`config.mk`:
```
export PLATFORM = sky130hd
export DESIGN_NAME = srelc_top
export DESIGN_NICKNAME = d
export VERILOG_FILES = /design/src/logic/srelc_pkg.sv /design/src/logic/srelc_sync.sv /design/src/logic/srelc_strap.sv /design/src/logic/srelc_top.sv
export VERILOG_INCLUDE_DIRS = /design/src /design/src/logic
export SDC_FILE = /design/constraint.sdc
export NUM_CORES = 1
export LEC_CHECK = 0
export BUFFER_PORTS_ARGS = -buffer_cell sky130_fd_sc_hd__buf_2
export CORE_MARGIN = 2
export CORE_UTILIZATION = 25
export DETAILED_ROUTE_END_ITERATION = 12
export GPL_TIMING_DRIVEN = 0
export PLACE_DENSITY = 0.45
export SETUP_SLACK_MARGIN = 0.2
export SKIP_CTS_REPAIR_TIMING = 1
export SYNTH_ARGS = -nofsm -noshare
export SYNTH_HDL_FRONTEND = slang
export SYNTH_SLANG_ARGS = --single-unit
```
`constraint.sdc`:
```
create_clock -name clk -period 6.85 [get_ports clk]
set_clock_uncertainty 0.05 [all_clocks]
set_input_delay 1.7125 -clock clk [delete_from_list [all_inputs] [get_ports clk]]
set_output_delay 1.7125 -clock clk [all_outputs]
set_load 0.05 [all_outputs]
```
`src/logic/srelc_params.svh`:
```
// Offsets, field positions, reset values and timing counts of the load controller
`ifndef SRELC_PARAMS_SVH
`define SRELC_PARAMS_SVH

// ---------------------------------------------------------------
// Register offsets (byte addresses)
// ---------------------------------------------------------------
`define SRELC_CTRL 8'h00
`define SRELC_STATUS 8'h04
`define SRELC_MASK 8'h08
`define SRELC_INFO 8'h0c
`define SRELC_CFG_BASE 8'h20
// ---------------------------------------------------------------
// Fields and reset values
// ---------------------------------------------------------------
`define SRELC_CTRL_RELOAD 0
`define SRELC_CTRL_DEV_LSB 8
`define SRELC_DEV_RST 7'h50
`define SRELC_EE_OFFSET 8'h00
`define SRELC_EV_OK 0
`define SRELC_EV_FAIL 1
`define SRELC_EV_START 2
`define SRELC_ADDR_HI 3'h3
// ---------------------------------------------------------------
// Timing
// ---------------------------------------------------------------
`define SRELC_CLK_MHZ 250
`define SRELC_QTR_NS 2500
`define SRELC_QTR_CYC ((`SRELC_QTR_NS * `SRELC_CLK_MHZ + 999) / 1000)
`define SRELC_LOAD_BYTES 8
`define SRELC_SETTLE_CYC 4

`endif

```
`src/logic/srelc_pkg.sv`:
```
// Types shared by the load controller modules
package srelc_pkg;

    typedef enum logic [1:0] {
        LVL_LOW = 2'h0,
        LVL_WEAK = 2'h1,
        LVL_FLOAT = 2'h2,
        LVL_HIGH = 2'h3
    } srelc_lvl_t;

    typedef enum logic [6:0] {
        ST_IDLE = 7'h01,
        ST_START = 7'h02,
        ST_BIT = 7'h04,
        ST_ACK = 7'h08,
        ST_STOP = 7'h10,
        ST_OK = 7'h20,
        ST_FAIL = 7'h40
    } srelc_state_t;

endpackage : srelc_pkg

```
`src/logic/srelc_sync.sv`:
```
// Two-stage synchroniser for pin inputs
`timescale 1ns/10ps

module srelc_sync #(
    parameter int W = 1
) (
    input wire logic clk,
    input wire logic resetn,
    input wire logic [W-1:0] d,
    output logic [W-1:0] q
);

    logic [W-1:0] meta;

    always_ff @(posedge clk or negedge resetn) begin
        if (!resetn) begin
            meta <= '0;
            q <= '0;
        end else begin
            meta <= d;
            q <= meta;
        end
    end

endmodule : srelc_sync

```
`src/logic/srelc_strap.sv`:
```
// Captures the role and address straps once after reset release
`timescale 1ns/10ps
`include "srelc_params.svh"

module srelc_strap
    import srelc_pkg::*;
(
    input wire logic clk,
    input wire logic resetn,
    input wire logic [1:0] bus_role_select_lvl,
    input wire logic [3:0] bus_address_strap_lvl,
    output srelc_lvl_t role,
    output logic [6:0] tgt_addr,
    output logic valid
);

    logic [2:0] settle;

    // Waits for the synchroniser to fill, then freezes the levels for good
    always_ff @(posedge clk or negedge resetn) begin
        if (!resetn) begin
            settle <= '0;
            valid <= 1'b0;
            role <= LVL_LOW;
            tgt_addr <= '0;
        end else if (!valid) begin
            settle <= settle + 3'd1;
            if (settle == 3'(`SRELC_SETTLE_CYC)) begin
                valid <= 1'b1;
                role <= srelc_lvl_t'(bus_role_select_lvl);
                tgt_addr <= {`SRELC_ADDR_HI, bus_address_strap_lvl};
            end
        end
    end

endmodule : srelc_strap

```
`src/logic/srelc_top.sv`:
```
// Bus role, address straps and EEPROM configuration load with register slave
//
// Added by the designer: register access over AXI4-Lite and the placing of the registers.
`timescale 1ns/10ps
`include "srelc_params.svh"

module srelc_top
    import srelc_pkg::*;
#(
    parameter int QTR_CYC = `SRELC_QTR_CYC,
    parameter int LOAD_BYTES = `SRELC_LOAD_BYTES
) (
    input wire logic clk,
    input wire logic resetn,
    input wire logic [7:0] s_axi_awaddr,
    input wire logic s_axi_awvalid,
    output logic s_axi_awready,
    input wire logic [31:0] s_axi_wdata,
    input wire logic [3:0] s_axi_wstrb,
    input wire logic s_axi_wvalid,
    output logic s_axi_wready,
    output logic [1:0] s_axi_bresp,
    output logic s_axi_bvalid,
    input wire logic s_axi_bready,
    input wire logic [7:0] s_axi_araddr,
    input wire logic s_axi_arvalid,
    output logic s_axi_arready,
    output logic [31:0] s_axi_rdata,
    output logic [1:0] s_axi_rresp,
    output logic s_axi_rvalid,
    input wire logic s_axi_rready,
    input wire logic load_start_n,
    input wire logic [1:0] bus_role_select_lvl,
    input wire logic [3:0] bus_address_strap_lvl,
    input wire logic bus_clock_line_i,
    output logic bus_clock_line_o,
    output logic bus_clock_line_oe,
    input wire logic bus_data_line_i,
    output logic bus_data_line_o,
    output logic bus_data_line_oe,
    output logic done_n,
    output logic int_n_o,
    output logic int_n_oe
);

    // ---------------------------------------------------------------
    // Pin synchronisers and straps
    // ---------------------------------------------------------------
    logic [8:0] sync_q;
    logic ls_s;
    logic scl_s;
    logic sda_s;
    srelc_lvl_t role;
    logic [6:0] tgt_addr;
    logic strap_ok;

    srelc_sync #(.W(9)) u_sync (
        .clk(clk),
        .resetn(resetn),
        .d({load_start_n, bus_clock_line_i, bus_data_line_i,
            bus_role_select_lvl, bus_address_strap_lvl}),
        .q(sync_q)
    );
    assign ls_s = sync_q[8];
    assign scl_s = sync_q[7];
    assign sda_s = sync_q[6];

    srelc_strap u_strap (
        .clk(clk),
        .resetn(resetn),
        .bus_role_select_lvl(sync_q[5:4]),
        .bus_address_strap_lvl(sync_q[3:0]),
        .role(role),
        .tgt_addr(tgt_addr),
        .valid(strap_ok)
    );

    logic is_ctl;
    logic is_tgt;
    logic srst;
    assign is_ctl = strap_ok && (role == LVL_FLOAT);
    assign is_tgt = strap_ok && (role == LVL_HIGH);
    assign srst = is_tgt && !ls_s;

    // ---------------------------------------------------------------
    // Registers
    // ---------------------------------------------------------------
    logic [6:0] dev_addr;
    logic reload;
    logic [2:0] status;
    logic [2:0] mask;
    logic [2:0] ev;
    logic [7:0] cfg_mem [LOAD_BYTES];
    srelc_state_t st;
    srelc_state_t st_q;
    logic [3:0] loaded;

    logic wr_go;
    logic [31:0] wmask;
    logic [31:0] wbits;
    assign wr_go = s_axi_awvalid && s_axi_wvalid && !s_axi_awready && !s_axi_bvalid;
    assign wmask = {{8{s_axi_wstrb[3]}}, {8{s_axi_wstrb[2]}},
                    {8{s_axi_wstrb[1]}}, {8{s_axi_wstrb[0]}}};
    assign wbits = s_axi_wdata & wmask;

    always_ff @(posedge clk or negedge resetn) begin
        if (!resetn) begin
            dev_addr <= `SRELC_DEV_RST;
            mask <= '0;
            reload <= 1'b0;
        end else if (srst) begin
            dev_addr <= `SRELC_DEV_RST;
            mask <= '0;
            reload <= 1'b0;
        end else begin
            reload <= 1'b0;
            if (wr_go && s_axi_awaddr == `SRELC_CTRL) begin
                reload <= wbits[`SRELC_CTRL_RELOAD];
                if (s_axi_wstrb[1])
                    dev_addr <= s_axi_wdata[`SRELC_CTRL_DEV_LSB +: 7];
            end
            if (wr_go && s_axi_awaddr == `SRELC_MASK && s_axi_wstrb[0])
                mask <= s_axi_wdata[2:0];
        end
    end

    // A new event wins over a write-one-to-clear in the same cycle
    always_ff @(posedge clk or negedge resetn) begin
        if (!resetn) begin
            status <= '0;
        end else if (srst) begin
            status <= '0;
        end else if (wr_go && s_axi_awaddr == `SRELC_STATUS) begin
            status <= (status & ~wbits[2:0]) | ev;
        end else begin
            status <= status | ev;
        end
    end

    // ---------------------------------------------------------------
    // Register slave
    // ---------------------------------------------------------------
    logic [31:0] rd_word;
    logic rd_hit;
    logic [7:0] cfg_off;
    // Full-width offset so that addresses past the table cannot alias onto it
    assign cfg_off = s_axi_araddr - `SRELC_CFG_BASE;

    always_comb begin
        rd_hit = 1'b1;
        rd_word = '0;
        case (s_axi_araddr)
            `SRELC_CTRL: rd_word[`SRELC_CTRL_DEV_LSB +: 7] = dev_addr;
            `SRELC_STATUS: rd_word[2:0] = status;
            `SRELC_MASK: rd_word[2:0] = mask;
            `SRELC_INFO: rd_word = {11'h0, st, loaded, done_n, role, tgt_addr};
            default: begin
                if (s_axi_araddr >= `SRELC_CFG_BASE && s_axi_araddr[1:0] == 2'h0
                    && cfg_off[7:2] < 6'(LOAD_BYTES))
                    rd_word[7:0] = cfg_mem[cfg_off[4:2]];
                else
                    rd_hit = 1'b0;
            end
        endcase
    end

    logic wr_hit;
    assign wr_hit = s_axi_awaddr == `SRELC_CTRL || s_axi_awaddr == `SRELC_STATUS
                    || s_axi_awaddr == `SRELC_MASK;

    // Unmapped addresses answer DECERR; INFO accepts and drops writes, the read-only table answers them with DECERR
    always_ff @(posedge clk or negedge resetn) begin
        if (!resetn) begin
            s_axi_awready <= 1'b0;
            s_axi_wready <= 1'b0;
            s_axi_bvalid <= 1'b0;
            s_axi_bresp <= 2'h0;
        end else begin
            s_axi_awready <= wr_go;
            s_axi_wready <= wr_go;
            if (wr_go) begin
                s_axi_bvalid <= 1'b1;
                s_axi_bresp <= (wr_hit || s_axi_awaddr == `SRELC_INFO) ? 2'h0 : 2'h3;
            end else if (s_axi_bready) begin
                s_axi_bvalid <= 1'b0;
            end
        end
    end

    always_ff @(posedge clk or negedge resetn) begin
        if (!resetn) begin
            s_axi_arready <= 1'b0;
            s_axi_rvalid <= 1'b0;
            s_axi_rdata <= '0;
            s_axi_rresp <= 2'h0;
        end else begin
            s_axi_arready <= 1'b0;
            if (s_axi_arvalid && !s_axi_arready && !s_axi_rvalid) begin
                s_axi_arready <= 1'b1;
                s_axi_rvalid <= 1'b1;
                s_axi_rdata <= rd_word;
                s_axi_rresp <= rd_hit ? 2'h0 : 2'h3;
            end else if (s_axi_rready) begin
                s_axi_rvalid <= 1'b0;
            end
        end
    end

    // ---------------------------------------------------------------
    // EEPROM read engine
    // ---------------------------------------------------------------
    logic [15:0] qcnt;
    logic [1:0] ph;
    logic [2:0] bit_cnt;
    logic [3:0] byte_idx;
    logic [7:0] shreg;
    logic nack;
    logic tick;
    logic reading;
    logic last;
    logic go;
    logic [2:0] rd_idx;

    // Holding the timer while the clock line is low lets a slow EEPROM stretch
    assign tick = (qcnt == '0) && !(ph == 2'd2 && !scl_s);
    assign reading = byte_idx >= 4'd3;
    assign last = byte_idx == 4'(2 + LOAD_BYTES);
    assign rd_idx = 3'(byte_idx - 4'd3);
    // Only the idle state starts a load, so a held-low start repeats it only after a reload returns the engine to idle
    assign go = is_ctl && !ls_s && st == ST_IDLE;

    always_ff @(posedge clk or negedge resetn) begin
        if (!resetn) begin
            qcnt <= '0;
        end else if (st == ST_IDLE || st == ST_OK || st == ST_FAIL || qcnt == '0) begin
            if (tick || st == ST_IDLE || st == ST_OK || st == ST_FAIL)
                qcnt <= 16'(QTR_CYC - 1);
        end else begin
            qcnt <= qcnt - 16'd1;
        end
    end

    always_ff @(posedge clk or negedge resetn) begin
        if (!resetn) begin
            st <= ST_IDLE;
            ph <= '0;
            bit_cnt <= '0;
            byte_idx <= '0;
            shreg <= '0;
            nack <= 1'b0;
            bus_clock_line_oe <= 1'b0;
            bus_data_line_oe <= 1'b0;
        end else if (srst || !is_ctl) begin
            st <= ST_IDLE;
            ph <= '0;
            bit_cnt <= '0;
            byte_idx <= '0;
            nack <= 1'b0;
            bus_clock_line_oe <= 1'b0;
            bus_data_line_oe <= 1'b0;
        end else begin
            case (st)
                ST_IDLE: begin
                    if (go) begin
                        st <= ST_START;
                        ph <= '0;
                        byte_idx <= '0;
                        nack <= 1'b0;
                        shreg <= {dev_addr, 1'b0};
                    end
                end
                ST_START: begin
                    if (tick) begin
                        ph <= ph + 2'd1;
                        case (ph)
                            2'd0: bus_data_line_oe <= 1'b0;
                            2'd1: bus_clock_line_oe <= 1'b0;
                            2'd2: bus_data_line_oe <= 1'b1;
                            default: begin
                                bus_clock_line_oe <= 1'b1;
                                bit_cnt <= '0;
                                st <= ST_BIT;
                            end
                        endcase
                    end
                end
                ST_BIT: begin
                    if (tick) begin
                        ph <= ph + 2'd1;
                        case (ph)
                            2'd0: bus_data_line_oe <= !reading && !shreg[7];
                            2'd1: bus_clock_line_oe <= 1'b0;
                            2'd2: shreg <= {shreg[6:0], sda_s};
                            default: begin
                                bus_clock_line_oe <= 1'b1;
                                bit_cnt <= bit_cnt + 3'd1;
                                if (bit_cnt == 3'd7)
                                    st <= ST_ACK;
                            end
                        endcase
                    end
                end
                ST_ACK: begin
                    if (tick) begin
                        ph <= ph + 2'd1;
                        case (ph)
                            2'd0: bus_data_line_oe <= reading && !last;
                            2'd1: bus_clock_line_oe <= 1'b0;
                            2'd2: nack <= nack | (!reading && sda_s);
                            default: begin
                                bus_clock_line_oe <= 1'b1;
                                bit_cnt <= '0;
                                byte_idx <= byte_idx + 4'd1;
                                if (nack || last) begin
                                    st <= ST_STOP;
                                end else if (byte_idx == 4'd1) begin
                                    st <= ST_START;
                                    shreg <= {dev_addr, 1'b1};
                                end else begin
                                    st <= ST_BIT;
                                    if (byte_idx == 4'd0)
                                        shreg <= `SRELC_EE_OFFSET;
                                end
                            end
                        endcase
                    end
                end
                ST_STOP: begin
                    if (tick) begin
                        ph <= ph + 2'd1;
                        case (ph)
                            2'd0: bus_data_line_oe <= 1'b1;
                            2'd1: bus_clock_line_oe <= 1'b0;
                            2'd2: bus_data_line_oe <= 1'b0;
                            default: st <= nack ? ST_FAIL : ST_OK;
                        endcase
                    end
                end
                ST_OK, ST_FAIL: begin
                    if (reload)
                        st <= ST_IDLE;
                end
                default: st <= ST_IDLE;
            endcase
        end
    end

    always_ff @(posedge clk or negedge resetn) begin
        if (!resetn) begin
            loaded <= '0;
            for (int i = 0; i < LOAD_BYTES; i++)
                cfg_mem[i] <= '0;
        end else if (srst) begin
            loaded <= '0;
            for (int i = 0; i < LOAD_BYTES; i++)
                cfg_mem[i] <= '0;
        end else if (st == ST_ACK && tick && ph == 2'd2 && reading) begin
            cfg_mem[rd_idx] <= shreg;
            loaded <= byte_idx - 4'd2;
        end else if (go) begin
            loaded <= '0;
        end
    end

    // ---------------------------------------------------------------
    // Events, done and interrupt pins
    // ---------------------------------------------------------------
    always_ff @(posedge clk or negedge resetn) begin
        if (!resetn)
            st_q <= ST_IDLE;
        else
            st_q <= st;
    end

    assign ev[`SRELC_EV_OK] = st == ST_OK && st_q != ST_OK;
    assign ev[`SRELC_EV_FAIL] = st == ST_FAIL && st_q != ST_FAIL;
    assign ev[`SRELC_EV_START] = st == ST_START && st_q == ST_IDLE;

    always_ff @(posedge clk or negedge resetn) begin
        if (!resetn) begin
            done_n <= 1'b1;
            int_n_oe <= 1'b0;
        end else begin
            if (is_tgt)
                done_n <= ls_s;
            else
                done_n <= !(is_ctl && st == ST_OK);
            int_n_oe <= |(status & mask);
        end
    end

    // Pins are open-drain: the driven value is always low, only enables move
    always_ff @(posedge clk or negedge resetn) begin
        if (!resetn) begin
            int_n_o <= 1'b0;
            bus_clock_line_o <= 1'b0;
            bus_data_line_o <= 1'b0;
        end else begin
            int_n_o <= 1'b0;
            bus_clock_line_o <= 1'b0;
            bus_data_line_o <= 1'b0;
        end
    end
endmodule : srelc_top

```
# Word-level counts from Yosys, hierarchy flattened
# Cells that the tools add are included.
[word_totals] reg_bits=203 in_bits=68 out_inout_bits=48 elab_cells=306
[classes] n_addsub=8 n_lt_le_gt_ge=6 eq_ne=54 n_mux=99 n_bitwise=11 reduce_logical=90
[ops] cell="$mux W64" count=2
[ops] cell="$mux W7" count=16
[ops] cell="$mux W8" count=12
[ops] cell="$bwmux W64" count=1
[ops] cell="$pmux W7 S6" count=1
[ops] cell="$ne A3 B3 Y1 const B" count=13
[ops] cell="$eq A8 B4 Y1 const B" count=4
[ops] cell="$mux W16" count=2
[ops] cell="$mux W3" count=10
[ops] cell="$logic_and A1 B1 Y1" count=29
[ops] cell="$mux W1" count=27
[ops] cell="$bmux W8 S3" count=1
[ops] cell="$demux W8 S3" count=1
[ops] cell="$mux W4" count=6
[ops] cell="$pmux W8 S3" count=1
[ops] cell="$reduce_and A9 Y1" count=2
[ops] cell="$reduce_bool A3 Y1" count=6
[ops] cell="$eq A8 B3 Y1 const B" count=2
[ops] cell="$logic_not A16 Y1" count=1
[ops] cell="$logic_not A8 Y1" count=2
[ops] cell="$sub A16 B1 Y16 const B" count=1
[ops] cell="$ne A3 B2 Y1 const B" count=5
[ops] cell="$eq A7 B1 Y1 const B" count=2
[ops] cell="$pmux W7 S2" count=1
[ops] cell="other kinds (59)" count=120

# Logic depth before layout (Yosys ltp)
[logic_depth] ltp_word=9 mapped_depth=9 mapped_depth_nobuf=7

# Modules after synthesis
# A second synthesis with hierarchy kept.
[hier_totals] hier_cells=857 hier_area_um2=9208.8
[modules_own_cells] mod="srelc_top" instances=1 cells_each=808 area_per_inst_um2=8295.5
[modules_own_cells] mod="srelc_strap" instances=1 cells_each=31 area_per_inst_um2=462.9
[modules_own_cells] mod="srelc_sync" instances=1 cells_each=18 area_per_inst_um2=450.4

# Worst setup path after synthesis
# OpenSTA, ideal clock, no wires.
[synth_timing] kind="input port to flip-flop" startpoint="in s_axi_araddr[4]" endpoint="reg s_axi_rdata[3]" t_arrival_ns=3.203 required_ns=6.717 path_slack_ns=3.514 path_stages=7 path_buffers=2 cell_sequence="clkbuf_1 nor4_1 nand2_1 nor2_1 clkbuf_1 a21oi_1 o21ai_0"
[synth_via] elab_chain_len=7
[synth_rtl] item="start, declared" line_no="srelc_top.sv:25" text="input wire logic [7:0] s_axi_araddr,"
[synth_rtl] item="$sub A8 B6 Y8 (no line)"
[synth_rtl] item="$not A3 Y4 (implied by the code)" line_no="srelc_top.sv:160" text="rd_word[7:0] = cfg_mem[cfg_off[4:2]];"
[synth_rtl] item="$bmux W8 S3" line_no="srelc_top.sv:160"
[synth_rtl] item="$mux W8 (implied by the code) (2 in a row)" line_no="srelc_top.sv:160"
[synth_rtl] item="$mux W8" line_no="srelc_top.sv:158" text="if (s_axi_araddr >= `SRELC_CFG_BASE && s_axi_araddr[1:0] == 2'h0"
[synth_rtl] item="$pmux W5 S2 *" line_no="srelc_top.sv:152" text="case (s_axi_araddr)"
[synth_rtl] item="end signal, assigned" line_no="srelc_top.sv:201" text="s_axi_rdata <= rd_word;"
[synth_rtl] item="end, declared" line_no="srelc_top.sv:28" text="output logic [31:0] s_axi_rdata,"
# Every way passes the cells marked *; elsewhere a longest branch is shown, timed or not. The select of a mux whose other input is x is not followed.
# A chain may end at the register's enable or synchronous reset.

# Worst setup path in the final report
[layout_timing] startpoint="in s_axi_araddr[3]" endpoint="reg s_axi_rdata[5]"
# The elaborated chain is that of the path after synthesis.

==> summary by stage <==
Setup path
STA classifies the critical path endpoint as a flip-flop. The maximum fanout along the worst path is 10. The worst reg2reg path endpoint is cfg_mem[54].

The number of cells on the worst reg-to-reg path is 9. The critical path is of the input port to flip-flop type. Data arrives at the worst endpoint at 3.89 ns. The startpoint class of the critical path is an input port. For the worst setup path, the data required time is 7.17 ns. In this run the critical register-to-register path is launched from qcnt[0].

The setup check on the worst reg-to-reg path leaves a slack of 3.83 ns.

Global route
Entering global routing, the biggest net connects 97 pins. The total routing resource utilization after global routing is 13.92%. The number of global-route vias before repair is 6787. The number of antenna violations at the first check in global routing is 3. The first global-routing pass estimated 41180 µm of wire. For this run the aggregate overflow at the end of global routing stands at 0.

Min path
The endpoint of the worst hold-timing path is u_sync.q[4]. The class of the tightest hold or removal check is flip-flop to flip-flop. The number of cells traversed by the worst hold path is 0. The worst min-delay path startpoint is u_sync.meta[4].

Status
The run finished with clean final reports.

Synthesis
The count of unique library cells instantiated by Yosys is 71. The leading register cell type out of synthesis is dfrtp_1. The area share of the leading cell type in the synthesized netlist is 49.50%. Synthesis inferred 190 register bits. Summed over all instances, the cell type with the most area after synthesis is dfrtp_1. Yosys printed 0 warnings.

The number of synthesized flops with an enable pin is 0. Counting flops with an async set or reset pin after synthesis yields a share of 100.0%. In the synthesized netlist, the number of instances is 861. The share of synthesized area occupied by flip-flops and latches is 50.90%. The summed instance area of the synthesized netlist is 0.009353 mm². In this run the mean area of a mapped cell was 10.86 µm². After synthesis, the cell types taking the most area are dfrtp_1 (49%), mux2i_1 (8.5%), nor2_1 (4.4%), mux4_2 (3.9%), mux2_2 (2.8%).

Clock tree
TritonCTS built the clock tree. Buffers inserted during clock tree synthesis total 17. The root buffer selected by CTS is clkbuf_16. The tree built by TritonCTS fans out to 190 sinks. The H-tree was split into 4 levels. The clock-pin slew on the worst setup and hold paths is 0.08 ns. The buffer levels on the longest clock path is 2.

Clock latency on the worst-skew pair, taken at its later pin, is 0.45 ns.

Timing
The timing-limited maximum frequency is 280.1 MHz. The final setup TNS is 0 ns. The worst-case headroom to the max-slew limit is 28.12%. Setup repair after global routing left no endpoint under its margin. The post-layout minimum cycle time is 3.570 ns. The final number of max-transition violations was 0. The final number of hold-violating endpoints is 0. The slew at the pin with the worst max-slew slack is 1.069 ns. The final count of negative-setup-slack endpoints is 0. The post-route fraction of the period consumed by the critical path is 52.11%.

Finish
Counting the fill cells in the layout gives 3804. Cells fill 29.88% of the core in the end. 0 antenna diodes ended up in the layout. The net count of the finished layout is 1054.

The area overhead of the layout relative to synthesis is 17.24%. Of the cells placed in the final design, the portion with a size suffix greater than 1 is 20.14%.

Pwr
The leakage power is 5.248 nW. The power density over cell area is 231.1 mW/mm². The worst IR drop on VDD is 0.1693 mV.

Routing
The number of iterations in the first detailed-routing pass is 5. The detailed-route vias per instance is 4.761. The violation count after the first detailed-route iteration is 430. In the routed design, unresolved DRC markers number 0.

The routed layout has 6908 vias. The number of antenna-violating nets in the routed design is 0. Dividing the detail-routed wire length by the instance count gives 18.01 µm. The routed design has 26130 µm of wire.

Placed design
The HPWL after detailed placement is 18790 µm. Routability-driven placement finished with a final weighted congestion of 0.7847. Buffers placed on the I/O ports in this run total 76.

Floorplan
The number of placement rows is 70. The effective utilization at floorplan is 25.49%. In this run the horizontal extent of the chip is 197.4 µm. The die covers 0.03897 mm².

The core region is 0.03670 mm². The top-level port count is 116. The vertical die dimension is 197.4 µm.

Job
Across the run, the number of max-cap violations was 0.
==> placed cells by master, fill, tap and decap left out, types with 14 or more instances in the layout <==
master,n
nand2_1,52
nor4_1,14
dfrtp_1,185
nor3_1,18
o21ai_0,22
conb_1,14
nand3_1,29
buf_2,81
mux4_2,16
a21oi_1,33
mux2_2,23
ha_1,16
nor2_1,110
clkbuf_16,17
clkbuf_1,39
mux2i_1,79
inv_1,26
buf_4,19
==> how the worst max path moves through the flow <==
| stage | startpoint | to | cells past startpoint |
|---|---|---|---|
| 5_1_grt | s_axi_araddr[3] | s_axi_rdata[7] | 7 |
| 3_5_place_dp | s_axi_araddr[3] | s_axi_rdata[3] | 7 |
| 3_3_place_gp | resetn | qcnt[7] | 1 |
| 2_1_floorplan | s_axi_araddr[4] | s_axi_rdata[3] | 7 |
| 6_report | s_axi_araddr[3] | s_axi_rdata[5] | 7 |
| 4_1_cts | s_axi_araddr[3] | s_axi_rdata[5] | 7 |
==> logic make-up after synthesis <==
group	synth area share, %
AO/OA/AOI/OAI	9.525
XOR/XNOR	1.217
adder cells (fa/ha/maj)	2.140
buffers and inverters	4.856
flip-flops	50.90
multiplexers	15.08
other	0.04010
AND/OR/NAND/NOR	16.24
==> registers in the layout (all words and copies together) (netlist names), 2 cells and up <==
signal	cells
bit_cnt	3
byte_idx	4
cfg_mem	64
dev_addr	7
loaded	4
mask	3
ph	2
qcnt	16
s_axi_rdata	21
shreg	8
st	7
st_q	7
status	3
u_strap.role	2
u_strap.settle	3
u_strap.tgt_addr	5
u_sync.meta	9
u_sync.q	9
==> report_power, final <==
| group | switching [W] | total [W] | leakage, nW | internal, W |
|---|---|---|---|---|
| logic | 0.000264 | 0.000367 | 2.48 | 0.000103 |
| registers | 0.0000334 | 0.00120 | 2.50 | 0.00117 |
| clock network | 0.000489 | 0.000967 | 0.266 | 0.000478 |
| total | 0.000787 | 0.00253 | 5.25 | 0.00175 |
==> area by class of cell <==
cell class	count	area (µm²)	area share [%]
Buffer	68	356.6	3.252
Clock buffer	18	429.2	3.914
Clock inverter	14	131.4	1.198
Inverter	26	97.59	0.8900
Multi-Input combinational cell	590	4187	38.18
Sequential cell	190	4761	43.42
Tap cell	468	585.6	5.340
Timing Repair Buffer	77	417.9	3.811
==> per-layer routing <==
| layer | global-route usage, % | vias up | share of wire [%] |
|---|---|---|---|
| li1 | - | 3287 | - |
| met1 | 21.14 | 3397 | 53 |
| met2 | 20.02 | 190 | 42 |
| met3 | 2.766 | 28 | 4.4 |
| met4 | 3.537 | 6 | 1.2 |
| met5 | 0 | - | 0.11 |
==> through the flow <==
stage / power (W) / setup slack (ns) / area (µm²) / hold WS, ns / instances
4_1_cts: 0.002575 / 3.268 / 10970 / 0.3049 / 1451
2_1_floorplan: 0.001468 / 3.514 / 9402 / 0.2812 / 874
6_report: 0.002534 / 3.280 / 10970 / 0.3028 / 1451
3_3_place_gp: 0.001589 / 0.4857 / 10370 / 0.2840 / 1418
5_1_grt: 0.002654 / 3.118 / 10970 / 0.3117 / 1451
3_5_place_dp: 0.001594 / 2.802 / 10410 / 0.2871 / 1419
==> Yosys cell counts, types with 5 or more instances <==
library cell  number
and3_1             8
or4_1              5
nand3b_1           6
nand2b_1          10
xor2_1             5
nor3_1            18
a221oi_1           7
clkbuf_1          38
buf_2              6
dfstp_2            5
dfrtp_1          185
a22o_1            13
buf_4             19
o21ai_0           22
ha_1              16
a21oi_1           33
mux2_2            23
nand4_1           13
nor2_1           110
nor4_1            14
or3_1              9
xnor2_1            8
nand3_1           29
o211ai_1           6
mux2i_1           79
nand2_1           52
inv_1             26
o22a_1             5
mux4_2            16
==> worst max-delay path, cell delays in order <==
cell	delay (ns)
buf_2	0.16
clkbuf_1	0.68
nand2_1	0.10
nor2_1	0.44
clkbuf_1	0.48
a21oi_1	0.15
o21ai_0	0.15
Note: power is estimated with default switching activity, not from simulation.
